## config.mk

```make
export PLATFORM = sky130hd
export DESIGN_NAME = payload_header_suppression
export DESIGN_NICKNAME = d
export VERILOG_FILES = /design/src/hdl/payload_header_suppression.v
export VERILOG_INCLUDE_DIRS = /design/src /design/src/hdl
export SDC_FILE = /design/constraint.sdc
export NUM_CORES = 2
export LEC_CHECK = 0
export CELL_PAD_IN_SITES_DETAIL_PLACEMENT = 1
export CELL_PAD_IN_SITES_GLOBAL_PLACEMENT = 2
export CORE_MARGIN = 2
export CORE_UTILIZATION = 35
export CTS_BUF_LIST = sky130_fd_sc_hd__clkbuf_16
export DETAILED_ROUTE_END_ITERATION = 10
export DONT_BUFFER_PORTS = 1
export GPL_TIMING_DRIVEN = 0
export PLACE_DENSITY = 0.62
export SYNTH_ARGS = -nofsm -noshare
export SYNTH_HDL_FRONTEND = slang
export SYNTH_SLANG_ARGS = --single-unit
```

## constraint.sdc

```tcl
create_clock -name pclk -period 6.7 [get_ports pclk]
set_clock_uncertainty 0.15 [all_clocks]
set_input_delay 1.34 -clock pclk [delete_from_list [all_inputs] [get_ports pclk]]
set_output_delay 1.34 -clock pclk [all_outputs]
set_load 0.03 [all_outputs]
```

## src/hdl/phs_defines.vh

```
// constants of the payload header suppression engine
`ifndef PHS_DEFINES_VH
`define PHS_DEFINES_VH
// --------------------------------------------------------------
// register byte offsets
// --------------------------------------------------------------
`define R_CTRL 8'h00
`define R_STAT 8'h04
`define R_ERR 8'h08
`define R_SUP 8'h0c
`define R_SEL 8'h10
`define R_CFG 8'h14
`define R_SID 8'h18
`define R_ARM 8'h1c
`define R_DEL 8'h20
`define R_CLSDEL 8'h24
`define R_MLO 8'h28
`define R_MHI 8'h2c
`define R_LEN 8'h30
`define R_TPL 8'h40
`define TPL_WORDS 4'hc
// --------------------------------------------------------------
// field positions
// --------------------------------------------------------------
`define CTRL_EN 0
`define CTRL_RX 1
`define CTRL_DS 2
`define CFG_SIZE 8
`define CFG_VOFF 14
`define CFG_CLS 16
`define CFG_LOCK 30
`define CFG_VALID 31
// --------------------------------------------------------------
// sizes, offsets and reset values
// --------------------------------------------------------------
`define NRULE 4
`define MAXB 6'h30
`define US_OFF 6'h00
`define DS_OFF 6'h0c
`define BUFN 60
`define EH_TYPE 8'h71
`define MASK_RST 48'hffffffffffff
`define CTRL_RST 3'h0
`endif

```

## src/hdl/payload_header_suppression.v

```verilog
// payload header suppression engine with apb rule table
//
// Implementation choices: the APB slave port and the address map.
`timescale 1ns/100ps
`include "phs_defines.vh"
module payload_header_suppression (
  input wire pclk,
  input wire presetn,
  input wire [7:0] paddr,
  input wire psel,
  input wire penable,
  input wire pwrite,
  input wire [31:0] pwdata,
  output reg [31:0] prdata,
  output reg pready,
  output reg pslverr,
  input wire in_valid,
  output reg in_ready,
  input wire [7:0] in_data,
  input wire in_last,
  input wire [5:0] in_class,
  input wire in_mcast,
  input wire [13:0] in_sid,
  output reg out_valid,
  input wire out_ready,
  output reg [7:0] out_data,
  output reg out_last
);
  localparam ST_IDLE = 4'd0;
  localparam ST_FILL = 4'd1;
  localparam ST_EH1 = 4'd2;
  localparam ST_EH2 = 4'd3;
  localparam ST_DRAIN = 4'd4;
  localparam ST_PASS = 4'd5;
  localparam ST_RHDR = 4'd6;
  localparam ST_RIDX = 4'd7;
  localparam ST_RDROP = 4'd8;
  localparam ST_RFLD = 4'd9;

  // slot times 48 plus byte, index into the flat template vector
  function [7:0] tb;
    input [1:0] s;
    input [5:0] f;
    begin
      tb = {1'b0, s, 5'b0} + {2'b0, s, 4'b0} + {2'b0, f};
    end
  endfunction

  // lowest set bit of a hit vector
  function [1:0] first_hit;
    input [3:0] v;
    begin
      if (v[0])
        first_hit = 2'd0;
      else if (v[1])
        first_hit = 2'd1;
      else if (v[2])
        first_hit = 2'd2;
      else
        first_hit = 2'd3;
    end
  endfunction

  // --------------------------------------------------------------
  // apb slave
  // --------------------------------------------------------------
  reg [2:0] ctrl_reg;
  reg [1:0] sel_reg;
  reg [15:0] err_reg, err_next, sup_reg, sup_next, len_reg, len_next;
  reg [15:0] lcnt_reg, lcnt_next;
  reg [3:0] state_reg, state_next;
  wire wr = psel & penable & pwrite & pready;
  wire twr = wr & (paddr[7:6] == 2'b01) & (paddr[5:2] < `TPL_WORDS);
  wire [`NRULE*8-1:0] idx_w;
  wire [`NRULE*6-1:0] size_w, cls_w;
  wire [`NRULE*14-1:0] sid_w;
  wire [`NRULE*48-1:0] mask_w;
  wire [`NRULE*384-1:0] tpl_w;
  wire [`NRULE-1:0] valid_w, lock_w, vo_w, hit_cls, hit_rx;
  reg [31:0] rd_mux;
  reg mapped;

  // read data and decode for the selected slot
  always @*
  begin
    mapped = 1'b1;
    case (paddr)
      `R_CTRL: rd_mux = {29'h0, ctrl_reg};
      `R_STAT: rd_mux = {16'h0, lock_w, valid_w, 4'h0, state_reg};
      `R_ERR: rd_mux = {16'h0, err_reg};
      `R_SUP: rd_mux = {16'h0, sup_reg};
      `R_SEL: rd_mux = {30'h0, sel_reg};
      `R_CFG: rd_mux = {valid_w[sel_reg], lock_w[sel_reg], 8'h0,
        cls_w[sel_reg*6+:6], 1'b0, vo_w[sel_reg], size_w[sel_reg*6+:6],
        idx_w[sel_reg*8+:8]};
      `R_SID: rd_mux = {18'h0, sid_w[sel_reg*14+:14]};
      `R_MLO: rd_mux = mask_w[sel_reg*48+:32];
      `R_MHI: rd_mux = {16'h0, mask_w[sel_reg*48+32+:16]};
      `R_LEN: rd_mux = {16'h0, len_reg};
      `R_ARM, `R_DEL, `R_CLSDEL: rd_mux = 32'h0;
      default:
      begin
        rd_mux = 32'h0;
        mapped = (paddr[7:6] == 2'b01) & (paddr[5:2] < `TPL_WORDS);
      end
    endcase
  end

  // no wait state: answer prepared in the setup cycle
  always @(posedge pclk or negedge presetn)
  begin
    if (!presetn)
    begin
      pready <= 1'b0;
      pslverr <= 1'b0;
      prdata <= 32'h0;
      ctrl_reg <= `CTRL_RST;
      sel_reg <= 2'h0;
    end
    else
    begin
      pready <= psel & ~penable;
      pslverr <= psel & ~penable & ~mapped;
      prdata <= (psel & ~penable & ~pwrite) ? rd_mux : 32'h0;
      if (wr & (paddr == `R_CTRL))
        ctrl_reg <= pwdata[2:0];
      if (wr & (paddr == `R_SEL))
        sel_reg <= pwdata[1:0];
    end
  end

  // --------------------------------------------------------------
  // rule table, one slot per generate step
  // --------------------------------------------------------------
  genvar g, b;
  generate
    for (g = 0; g < `NRULE; g = g + 1)
    begin : g_rule
      reg valid_r, lock_r, vo_r;
      reg [7:0] idx_r;
      reg [5:0] size_r, cls_r;
      reg [13:0] sid_r;
      reg [47:0] mask_r;
      reg [7:0] t [0:47];
      wire me = (sel_reg == g);
      integer j;
      // configuration writes stop once the rule is fully defined
      always @(posedge pclk or negedge presetn)
      begin
        if (!presetn)
        begin
          valid_r <= 1'b0;
          lock_r <= 1'b0;
          vo_r <= 1'b0;
          idx_r <= 8'h0;
          size_r <= 6'h0;
          cls_r <= 6'h0;
          sid_r <= 14'h0;
          mask_r <= `MASK_RST;
        end
        else
        begin
          if (wr & me & ~lock_r)
          begin
            if (paddr == `R_CFG)
            begin
              idx_r <= pwdata[7:0];
              size_r <= pwdata[`CFG_SIZE+:6];
              vo_r <= pwdata[`CFG_VOFF];
              cls_r <= pwdata[`CFG_CLS+:6];
            end
            if (paddr == `R_SID)
              sid_r <= pwdata[13:0];
            if (paddr == `R_MLO)
              mask_r[31:0] <= pwdata;
            if (paddr == `R_MHI)
              mask_r[47:32] <= pwdata[15:0];
            if ((paddr == `R_ARM) & (size_r != 6'h0) & (size_r <= `MAXB))
            begin
              valid_r <= 1'b1; // unset flag and mask keep defaults
              lock_r <= 1'b1;
            end
          end
          if (wr & ((me & (paddr == `R_DEL)) |
            ((paddr == `R_CLSDEL) & (cls_r == pwdata[5:0]))))
          begin
            valid_r <= 1'b0;
            lock_r <= 1'b0;
            vo_r <= 1'b0;
            mask_r <= `MASK_RST;
          end
        end
      end
      // template bytes, byte lane 0 first in transmission order
      always @(posedge pclk)
      begin
        for (j = 0; j < 4; j = j + 1)
          if (twr & me & ~lock_r)
            t[{paddr[5:2], 2'b00} + j] <= pwdata[j*8+:8];
      end
      for (b = 0; b < 48; b = b + 1)
      begin : g_byte
        assign tpl_w[(g*48+b)*8+:8] = t[b];
      end
      assign valid_w[g] = valid_r;
      assign lock_w[g] = lock_r;
      assign vo_w[g] = vo_r;
      assign idx_w[g*8+:8] = idx_r;
      assign size_w[g*6+:6] = size_r;
      assign cls_w[g*6+:6] = cls_r;
      assign sid_w[g*14+:14] = sid_r;
      assign mask_w[g*48+:48] = mask_r;
      assign hit_cls[g] = valid_r & (cls_r == in_class);
      // downstream ignores the sid
      assign hit_rx[g] = valid_r & (idx_r == in_data) &
        (ctrl_reg[`CTRL_DS] | (sid_r == in_sid));
    end
  endgenerate

  // --------------------------------------------------------------
  // frame path
  // --------------------------------------------------------------
  reg [1:0] slot_reg, slot_next;
  reg [5:0] cnt_reg, cnt_next, rd_reg, rd_next;
  reg mism_reg, mism_next, ok_reg, ok_next, endl_reg, endl_next;
  reg [7:0] buf_reg [0:`BUFN-1];
  reg ov_next, ol_next, rdy_next, emit, e_last, bw_en, mis_now;
  reg [7:0] od_next, e_data;
  reg [5:0] fn;
  wire [5:0] off = ctrl_reg[`CTRL_DS] ? `DS_OFF : `US_OFF;
  wire [5:0] fend = off + size_w[slot_reg*6+:6];
  wire take = in_valid & in_ready;
  wire ofree = ~out_valid | out_ready;
  // field byte position, kept out of the process to avoid a feedback path
  wire [5:0] f = cnt_reg - off;
  wire mbit = (cnt_reg >= off) & mask_w[tb(slot_reg, f)];
  wire rbit = (rd_reg >= off) & mask_w[tb(slot_reg, rd_reg - off)];
  wire [7:0] tbyte = tpl_w[{tb(slot_reg, f), 3'b000}+:8];

  // next state of the suppress and restore machine
  always @*
  begin
    state_next = state_reg;
    slot_next = slot_reg;
    cnt_next = cnt_reg;
    rd_next = rd_reg;
    mism_next = mism_reg;
    ok_next = ok_reg;
    endl_next = endl_reg;
    sup_next = sup_reg;
    err_next = err_reg;
    bw_en = 1'b0;
    emit = 1'b0;
    e_data = in_data;
    e_last = in_last;
    mis_now = mbit & ~vo_w[slot_reg] & (in_data != tbyte);
    case (state_reg)
      ST_IDLE:
        if (in_valid)
        begin
          cnt_next = 6'h0;
          rd_next = 6'h0;
          mism_next = 1'b0;
          endl_next = 1'b0;
          slot_next = first_hit(hit_cls);
          if (~ctrl_reg[`CTRL_EN])
            state_next = ST_PASS;
          else if (ctrl_reg[`CTRL_RX])
            state_next = ST_RHDR;
          else if ((|hit_cls) & ~in_mcast)
            state_next = ST_FILL;
          else
            state_next = ST_PASS;
        end
      ST_FILL:
        if (take)
        begin
          bw_en = 1'b1;
          cnt_next = cnt_reg + 6'h1;
          mism_next = mism_reg | mis_now;
          if (in_last)
          begin
            endl_next = 1'b1;
            ok_next = 1'b0;
            state_next = ST_DRAIN;
          end
          else if (cnt_reg + 6'h1 == fend)
          begin
            ok_next = ~(mism_reg | mis_now);
            state_next = (mism_reg | mis_now) ? ST_DRAIN : ST_EH1;
          end
        end
      ST_EH1:
        if (ofree)
        begin
          emit = 1'b1;
          e_data = `EH_TYPE;
          e_last = 1'b0;
          state_next = ST_EH2;
        end
      ST_EH2:
        if (ofree)
        begin
          emit = 1'b1;
          e_data = idx_w[slot_reg*8+:8];
          e_last = 1'b0;
          sup_next = sup_reg + 16'h1;
          state_next = ST_DRAIN;
        end
      ST_DRAIN:
        if ((ok_reg & rbit) | ofree)
        begin
          // after a matched field, masked field bytes are skipped and kept bytes go out; after a mismatch every byte goes out
          emit = ~(ok_reg & rbit);
          e_data = buf_reg[rd_reg];
          e_last = endl_reg & (rd_reg + 6'h1 == cnt_reg);
          rd_next = rd_reg + 6'h1;
          if (rd_reg + 6'h1 == cnt_reg)
            state_next = endl_reg ? ST_IDLE : ST_PASS;
        end
      ST_PASS:
        if (take)
        begin
          emit = 1'b1;
          if (in_last)
            state_next = ST_IDLE;
        end
      ST_RHDR:
        if (take)
        begin
          if (in_data == `EH_TYPE)
            state_next = ST_RIDX;
          else
          begin
            emit = 1'b1;
            state_next = in_last ? ST_IDLE : ST_PASS;
          end
        end
      ST_RIDX:
        if (take)
        begin
          slot_next = first_hit(hit_rx);
          if ((|hit_rx) & ~in_last)
            state_next = ST_RFLD;
          else
          begin
            err_next = err_reg + 16'h1;
            state_next = in_last ? ST_IDLE : ST_RDROP;
          end
        end
      ST_RDROP:
        if (take & in_last)
          state_next = ST_IDLE;
      ST_RFLD:
        if ((mbit & ofree) | (~mbit & take))
        begin
          emit = 1'b1;
          if (mbit)
          begin
            e_data = tbyte;
            e_last = 1'b0;
          end
          cnt_next = cnt_reg + 6'h1;
          if (~mbit & in_last)
            state_next = ST_IDLE;
          else if (cnt_reg + 6'h1 == fend)
            state_next = ST_PASS;
        end
      default: state_next = ST_IDLE;
    endcase
    ov_next = emit | (out_valid & ~out_ready);
    od_next = emit ? e_data : out_data;
    ol_next = emit ? e_last : out_last;
    // output byte count of each frame, after suppression
    lcnt_next = emit ? (e_last ? 16'h0 : lcnt_reg + 16'h1) : lcnt_reg;
    len_next = (emit & e_last) ? lcnt_reg + 16'h1 : len_reg;
    // pass, header and restore states are ready only with a free output slot; fill, index and drop states are not gated by the output
    fn = cnt_next - off;
    case (state_next)
      ST_FILL, ST_RIDX, ST_RDROP: rdy_next = ~(take & in_last & (state_reg == state_next));
      ST_PASS, ST_RHDR: rdy_next = ~ov_next & ~(take & in_last);
      ST_RFLD: rdy_next = ~ov_next &
        ~((cnt_next >= off) & mask_w[tb(slot_next, fn)]);
      default: rdy_next = 1'b0;
    endcase
  end

  // frame path registers
  always @(posedge pclk or negedge presetn)
  begin
    if (!presetn)
    begin
      state_reg <= ST_IDLE;
      slot_reg <= 2'h0;
      cnt_reg <= 6'h0;
      rd_reg <= 6'h0;
      mism_reg <= 1'b0;
      ok_reg <= 1'b0;
      endl_reg <= 1'b0;
      sup_reg <= 16'h0;
      err_reg <= 16'h0;
      len_reg <= 16'h0;
      lcnt_reg <= 16'h0;
      in_ready <= 1'b0;
      out_valid <= 1'b0;
      out_data <= 8'h0;
      out_last <= 1'b0;
    end
    else
    begin
      state_reg <= state_next;
      slot_reg <= slot_next;
      cnt_reg <= cnt_next;
      rd_reg <= rd_next;
      mism_reg <= mism_next;
      ok_reg <= ok_next;
      endl_reg <= endl_next;
      sup_reg <= sup_next;
      err_reg <= err_next;
      len_reg <= len_next;
      lcnt_reg <= lcnt_next;
      in_ready <= rdy_next;
      out_valid <= ov_next;
      out_data <= od_next;
      out_last <= ol_next;
    end
  end

  // header hold buffer, filled in arrival order
  always @(posedge pclk)
  begin
    if (bw_en)
      buf_reg[cnt_reg] <= in_data;
  end
endmodule // payload_header_suppression

```

==> Word-level counts from Yosys, hierarchy flattened <==
Memory sizes are Yosys's and may differ from the RTL's.
Cells that the tools add are included.
{ "word_totals": {"output_inout_bits": 45, "mem_count": 5, "in_bits": 77, "elab_cells": 462, "ff_bits": 471, "ram_bits": 2016} }
{ "memory_table": {"columns": ["memory", "depth", "word_bits", "rd", "rd_clocked_by_memory_dff", "wr", "line_no", "text"], "rows": [
  ["buf_reg", 60, 8, 1, 0, 1, "payload_header_suppression.v:226", "reg [7:0] buf_reg [0:`BUFN-1];"],
  ["g_rule[0].t", 48, 8, 48, 0, 4, "payload_header_suppression.v:144", "reg [7:0] t [0:47];"],
  ["g_rule[1].t", 48, 8, 48, 0, 4, "payload_header_suppression.v:144", null],
  ["g_rule[2].t", 48, 8, 48, 0, 4, "payload_header_suppression.v:144", null],
  ["g_rule[3].t", 48, 8, 48, 0, 4, "payload_header_suppression.v:144", null]
]} }
{ "classes": {"n_bitwise": 111, "magnitude_cmp": 13, "shift": 9, "n_eq_ne": 56, "addsub": 18, "muxes": 128, "multipliers": 4, "n_reduce_logical": 66} }
{ "ops": {"columns": ["operator", "count"], "rows": [
  ["$shiftx A1536 B12 Y8", 1],
  ["$mux W48", 8],
  ["$pmux W32 S10", 1],
  ["$shiftx A192 B10 Y16", 1],
  ["$shiftx A192 B9 Y32", 1],
  ["$and A1 B1 Y1", 78],
  ["$mux W4", 19],
  ["$shiftx A24 B6 Y6", 3],
  ["$mux W32", 2],
  ["$shiftx A32 B6 Y8", 2],
  ["$eq A6 B6 Y1", 10],
  ["$mux W1", 57],
  ["$eq A14 B14 Y1", 4],
  ["$shiftx A56 B7 Y14", 1],
  ["$reduce_and A2 Y1", 25],
  ["$add A16 B1 Y16 const B", 3],
  ["$reduce_bool A2 Y1", 23],
  ["$eq A8 B6 Y1 const B", 5],
  ["$mux W8", 5],
  ["$pmux W4 S10", 1],
  ["$eq A8 B5 Y1 const B", 4],
  ["$eq A8 B8 Y1", 4],
  ["$mux W16", 2],
  ["$pmux W8 S4", 1],
  ["other kinds (49)", 144]
]} }

==> Longest topological paths before layout <==
{ "depth": {"ltp_word": 19, "depth_mapped": 31, "mapped_depth_nobuf": 29} }

==> Least setup slack after synthesis <==
No wires, ideal clock.
{ "synth_timing": {"path_kind": "register to register", "start": "register cnt_reg[2]", "end": "register in_ready", "synth_period_minus_slack_ns": 7.307, "n_path_buf": 3, "path_stages_with_launch": 30, "t_required_ns": 6.464, "setup_slack_ns": -0.607, "arrival_ns": 7.072, "setup_ns": 0.086, "cell_sequence": "dfrtp_1 > clkbuf_1 > inv_1 > ha_1 > fa_1 > xor2_1 > ha_1 > fa_1 > buf_4 > a311oi_1 > o211ai_1 > nand4_1 > o2111ai_1 > o41ai_1 > a21boi_0 > nor2_1 > xnor2_1 > o221ai_1 > ha_1 > a211o_1 > xnor2_1 > fa_1 > ha_1 > buf_4 > mux4_4 > mux2i_1 > a22oi_1 > a2111oi_0 > a211oi_1 > a32oi_1"} }
{ "synth_via": {"elab_chain_len": 18, "elab_cells_between_ends": 58, "classes_between": "add/sub: 5; order compare: 2; eq/ne: 10; shift: 1; mux: 21; bitwise: 17; reduce/logical: 2"} }
{ "synth_rtl": {"columns": ["element", "line_no", "text"], "rows": [
  ["start: declaration", "payload_header_suppression.v:224", "reg [5:0] cnt_reg, cnt_next, rd_reg, rd_next;"],
  ["start signal: assignment", "payload_header_suppression.v:413", "cnt_reg <= cnt_next;"],
  ["$sub A6 B4 Y6", "payload_header_suppression.v:235", "wire [5:0] f = cnt_reg - off;"],
  ["$add A8 B6 Y8", "payload_header_suppression.v:45", "tb = {1'b0, s, 5'b0} + {2'b0, s, 4'b0} + {2'b0, f};"],
  ["$bmux W1 S8", "payload_header_suppression.v:236", "wire mbit = (cnt_reg >= off) & mask_w[tb(slot_reg, f)];"],
  ["$mux W1 (not written as such)", "payload_header_suppression.v:236", null],
  ["$and A1 B1 Y1", "payload_header_suppression.v:236", null],
  ["$not A1 Y1", "payload_header_suppression.v:355", "if ((mbit & ofree) | (~mbit & take))"],
  ["$and A1 B1 Y1", "payload_header_suppression.v:355", null],
  ["$or A1 B1 Y1", "payload_header_suppression.v:355", null],
  ["[2 not listed]", null, null],
  ["net cnt_next[3]", "payload_header_suppression.v:224", null],
  ["[1 not listed]", null, null],
  ["$add A8 B6 Y8", "payload_header_suppression.v:45", null],
  ["$bmux W1 S8", "payload_header_suppression.v:383", "~((cnt_next >= off) & mask_w[tb(slot_next, fn)]);"],
  ["$mux W1 (not written as such)", "payload_header_suppression.v:383", null],
  ["$and A1 B1 Y1 (*)", "payload_header_suppression.v:383", null],
  ["$not A1 Y1 (*)", "payload_header_suppression.v:383", null],
  ["$and A1 B1 Y1 (*)", "payload_header_suppression.v:382", "ST_RFLD: rdy_next = ~ov_next &"],
  ["$pmux W1 S3 (*)", "payload_header_suppression.v:379", "case (state_next)"],
  ["net rdy_next", "payload_header_suppression.v:227", "reg ov_next, ol_next, rdy_next, emit, e_last, bw_en, mis_now;"],
  ["end signal: assignment", "payload_header_suppression.v:422", "in_ready <= rdy_next;"],
  ["end: declaration", "payload_header_suppression.v:18", "output reg in_ready,"]
]} }
Mark *: on every way through the listed nets, which the timed path passes. The rest lies on a longest branch. The select of a mux whose other input is x is not followed.
A chain may end at the register's enable or synchronous reset.

==> Final worst setup path <==
{ "layout_timing": {"start": "register ctrl_reg[2]", "end": "register in_ready"} }
{ "layout_via": {"elab_chain_len": 19, "elab_cells_between_ends": 83, "classes_between": "add/sub: 8; order compare: 3; eq/ne: 9; shift: 1; mux: 29; bitwise: 30; reduce/logical: 3"} }
{ "layout_rtl": {"columns": ["element", "line_no", "text"], "rows": [
  ["start: declaration", "payload_header_suppression.v:67", "reg [2:0] ctrl_reg;"],
  ["start signal: assignment", "payload_header_suppression.v:117", "ctrl_reg <= `CTRL_RST;"],
  ["start signal: assignment", "payload_header_suppression.v:126", "ctrl_reg <= pwdata[2:0];"],
  ["$mux W4 (no line) (*)", null, null],
  ["$sub A6 B4 Y6", "payload_header_suppression.v:235", null],
  ["$add A8 B6 Y8", "payload_header_suppression.v:45", null],
  ["$bmux W1 S8", "payload_header_suppression.v:236", null],
  ["$mux W1 (not written as such)", "payload_header_suppression.v:236", null],
  ["$and A1 B1 Y1 (*)", "payload_header_suppression.v:236", null],
  ["$not A1 Y1", "payload_header_suppression.v:355", null],
  ["$and A1 B1 Y1", "payload_header_suppression.v:355", null],
  ["[3 not listed]", null, null],
  ["net cnt_next[4]", "payload_header_suppression.v:224", null],
  ["[1 not listed]", null, null],
  ["$add A8 B6 Y8", "payload_header_suppression.v:45", null],
  ["$bmux W1 S8", "payload_header_suppression.v:383", null],
  ["$mux W1 (not written as such)", "payload_header_suppression.v:383", null],
  ["$and A1 B1 Y1 (*)", "payload_header_suppression.v:383", null],
  ["$not A1 Y1 (*)", "payload_header_suppression.v:383", null],
  ["$and A1 B1 Y1 (*)", "payload_header_suppression.v:382", null],
  ["$pmux W1 S3 (*)", "payload_header_suppression.v:379", null],
  ["net rdy_next", "payload_header_suppression.v:227", null]
]} }
Marked as above.

==> metrics.md <==
| Metric | Value |
|---|---|
| Total CTS buffers | `a little under 300` |
| Die H | `around 560 um` |
| Setup WS post-layout | `-1.45 ns` |
| Multi-input gate area | `~34000 um^2` |
| Stages on the worst setup path | `30` |
| Routability cong. | `0.969` |
| DRC Markers | `0` |
| Cells after Synth | `just over 6000` |
| Initial antenna violation count | `46` |
| Die Area | `approximately 310000 um^2` |
| Smallest hold slack | `just over 0.07 ns` |
| Post-Synthesis Cell Area | `108000 um^2` |
| # fillers | `between 20000 and 30000` |
| Failing checks | `capacitance limit, slew limit, setup timing` |
| Fin crit period | `around 8.1 ns` |
| Combinational share of power | `roughly a quarter` |
| Sequential Area | `72600 um^2` |
| CTS sink count | `approximately 2500` |
| GR Overflow Total | `0` |
| DRT iter0 DRCs | `between 8000 and 9000` |
| Most common cell after layout, fill and taps aside | `edfxtp_1` |
| Fin crit share | `122%` |
| Starting Density | `about a third` |
| Final hold vios | `0` |
| WL/cell | `between 30 and 40 um` |
| Sw Share | `a little under a third` |
| Int Pwr | `between 0.02 and 0.03 W` |
| Yosys cell types | `between 80 and 90` |
| Layout Area Growth over Synthesis | `15.4%` |
| #FFs+latches synth | `roughly 2500` |
| First-pass DRT Iterations | `8` |
| Outcome | `complete, but fails checks` |
| Largest net degree at the start of global routing | `228` |
| Die X | `roughly 560 um` |
| Peak supply drop | `around 200 uV` |
| Row cnt | `203` |
| Switching pwr | `~0.013 W` |
| Synth Area per Inst | `17.8 um^2` |
| Share of the synthesized area in the top cell type | `56.0%` |
| Nets | `6576` |
| Sequential power share | `slightly above 40%` |
| CTS root buf | `clkbuf_16` |
| Worst-path maximum fanout | `6` |
| IO Port Bufs | `0` |
| Routed vias | `64100` |
| Synthesis Warnings | `0` |
| Hold Crit Class | `in2async` |
| WP buf/inv | `7` |
| Critical Path RT | `7.30 ns` |
| Fin util | `around two fifths` |
| Count of final setup violators | `37` |
| Worst path max stage delay | `around 0.68 ns` |
| Clock network fraction of design power | `between 30% and 40%` |
| Power per Cell Area | `approximately 340 nW/um^2` |
| Post-route ant nets | `0` |
| Mapped Nets | `between 6000 and 7000` |
| CTS H-tree lvls | `5` |
| Number of global-route vias before repair | `66600` |
| Seq/Total Area, Yosys | `between 60 and 70%` |
| Tot Pwr | `0.0425 W` |
| Max Slew Vio Count | `42` |
| Total GRT Usage | `about 26%` |
| Top cell by count, worst path | `buf_4` |
| Worst-margin pin slew | `1.58 ns` |
| Asr flop ratio synth | `a little under a fifth` |
| Drt total wl | `between 400000 and 500000 um` |
| Leakage | `approximately 40 nW` |
| Ports | `between 100 and 150` |
| Clock transition at path regs | `0.06 ns` |
| Dpl hpwl | `about 280000 um` |
| First-pass GRT wire length | `about 560000 um` |
| Vias per cell | `~5.9` |
| CTS tree | `built` |
| Most frequent cells in the layout | `edfxtp_1 (2016), mux4_2 (825), nand2_1 (457)` |
| Max-Slew Margin vs Limit | `-5.93%` |
| RSZ-0062 raised after global routing | `yes` |
| Reg2reg path depth | `30` |
| Main flop type after synthesis | `edfxtp_1` |
| CP delay by family, top | `compound AO/OA/AOI/OAI gates` |
| Post-synth top area cell | `edfxtp_1` |
| Worst skew pair latency | `roughly 0.91 ns` |
| WS Path Type | `reg2reg` |
| Layout cells sized above 1 | `between 20% and 30%` |
| CP max stage cell | `fa_2` |
| Core box area | `307000 um^2` |
| Crit path arrival time | `8.75 ns` |
| Max-capacitance violation count | `4` |
| CP Capture Type | `register` |
| Clk buf depth | `4` |
| EDFF count, synth | `2016` |
| Synth area leaders | `edfxtp_1 (56%), mux4_2 (17%), dfrtp_1 (6.5%)` |
| Startpoint types | `register` |
| Fmax | `about 120 MHz` |
| Max reg flops | `1536` |
==> power by group through the flow <==
| stage | Combinational, W | Clock (W) | Sequential [W] |
|---|---|---|---|
| after global routing | 0.0106 | 0.0160 | 0.0171 |
| after floorplan | 0.00532 | 0 | 0.0173 |
| after global placement | 0.00897 | 0 | 0.0174 |
| after CTS | 0.00996 | 0.0154 | 0.0171 |
| after detailed placement | 0.00900 | 0 | 0.0174 |
| final | 0.0102 | 0.0152 | 0.0171 |
==> Yosys cell counts (11+ instances only) <==
cell type	instances
edfxtp_1	2016
mux4_2	825
nand2_1	459
nor2_1	357
dfrtp_1	279
clkbuf_1	218
nand3_1	207
dfstp_2	192
mux2_2	162
mux2i_1	137
a21oi_1	130
xnor2_1	126
o21ai_0	93
xor2_1	89
buf_1	70
buf_2	61
inv_1	61
a22oi_1	51
a31oi_1	40
nor3_1	38
nand4_1	30
nor4_1	29
buf_4	26
and3_1	24
nand2b_1	24
ha_1	23
nor2b_1	22
a221oi_1	21
o22ai_1	20
and2_1	16
mux4_1	15
o31ai_1	14
a222oi_1	13
a22o_1	13
a211oi_1	12
buf_6	12
a21o_1	11
==> cell families after synthesis <==
logic type                 after synthesis  synth area share [%]
adders and majority gates               32                 0.424
and+or+nand+nor                       1237                  5.03
DFF                                   2487                  67.2
xor gates and xnor gates               215                  1.74
muxes                                 1142                  20.6
buffers and inverters                  456                  1.87
AOI/OAI and AO/OA                      516                  3.17
==> layer usage <==
layer  share of wire [%]  GRT usage (%)
met1                  43           36.4
met2                  46           39.9
met3                 8.1           5.21
met4                 3.6           8.18
met5               0.011              0
==> worst paths after layout <==
check                            start                  end  slack (ns)
setup / recovery           ctrl_reg[2]             in_ready       -1.45
hold / removal                 presetn  g_rule[1].size_r[0]        0.07
setup reg to reg           ctrl_reg[2]             in_ready       -1.45
hold reg to reg            err_reg[15]          err_reg[15]        0.33
max in group asynchronous      presetn           cnt_reg[2]        4.59
min in group pclk          err_reg[15]          err_reg[15]        0.33
==> layout make-up <==
type / count / share of cell area (%)
diodes: 8 / 0.0161
plain buffers: 386 / 1.64
clock buffers: 291 / 5.84
clock inverters: 221 / 1.34
inverters: 65 / 0.208
multi-input cells: 3142 / 27.5
flip-flops and latches: 2487 / 58.2
well taps: 4100 / 4.11
repair buffers: 97 / 1.15
==> stage by stage <==
stage | setup TNS (ns) | cells | setup slack (ns) | area [um^2]
4_1_cts | -12.21 | 10800 | -1.33 | 124000
3_3_place_gp | -2054.45 | 10200 | -3.74 | 113000
6_report | -13.87 | 10800 | -1.45 | 125000
2_1_floorplan | -0.0586 | 6085 | -0.0586 | 108000
5_1_grt | -27.99 | 10800 | -1.59 | 125000
3_5_place_dp | -121.87 | 10200 | -3.67 | 115000
==> timing repair <==
action                     CTS  global route
resized for setup          154            50
pin swaps                   21            24
hold buffers                 4             0
hold endpoints to repair   227             0
cloned                       1             0
setup buffers               25            12
setup endpoints to repair   58            45
Note: power is estimated with default switching activity, not from simulation.
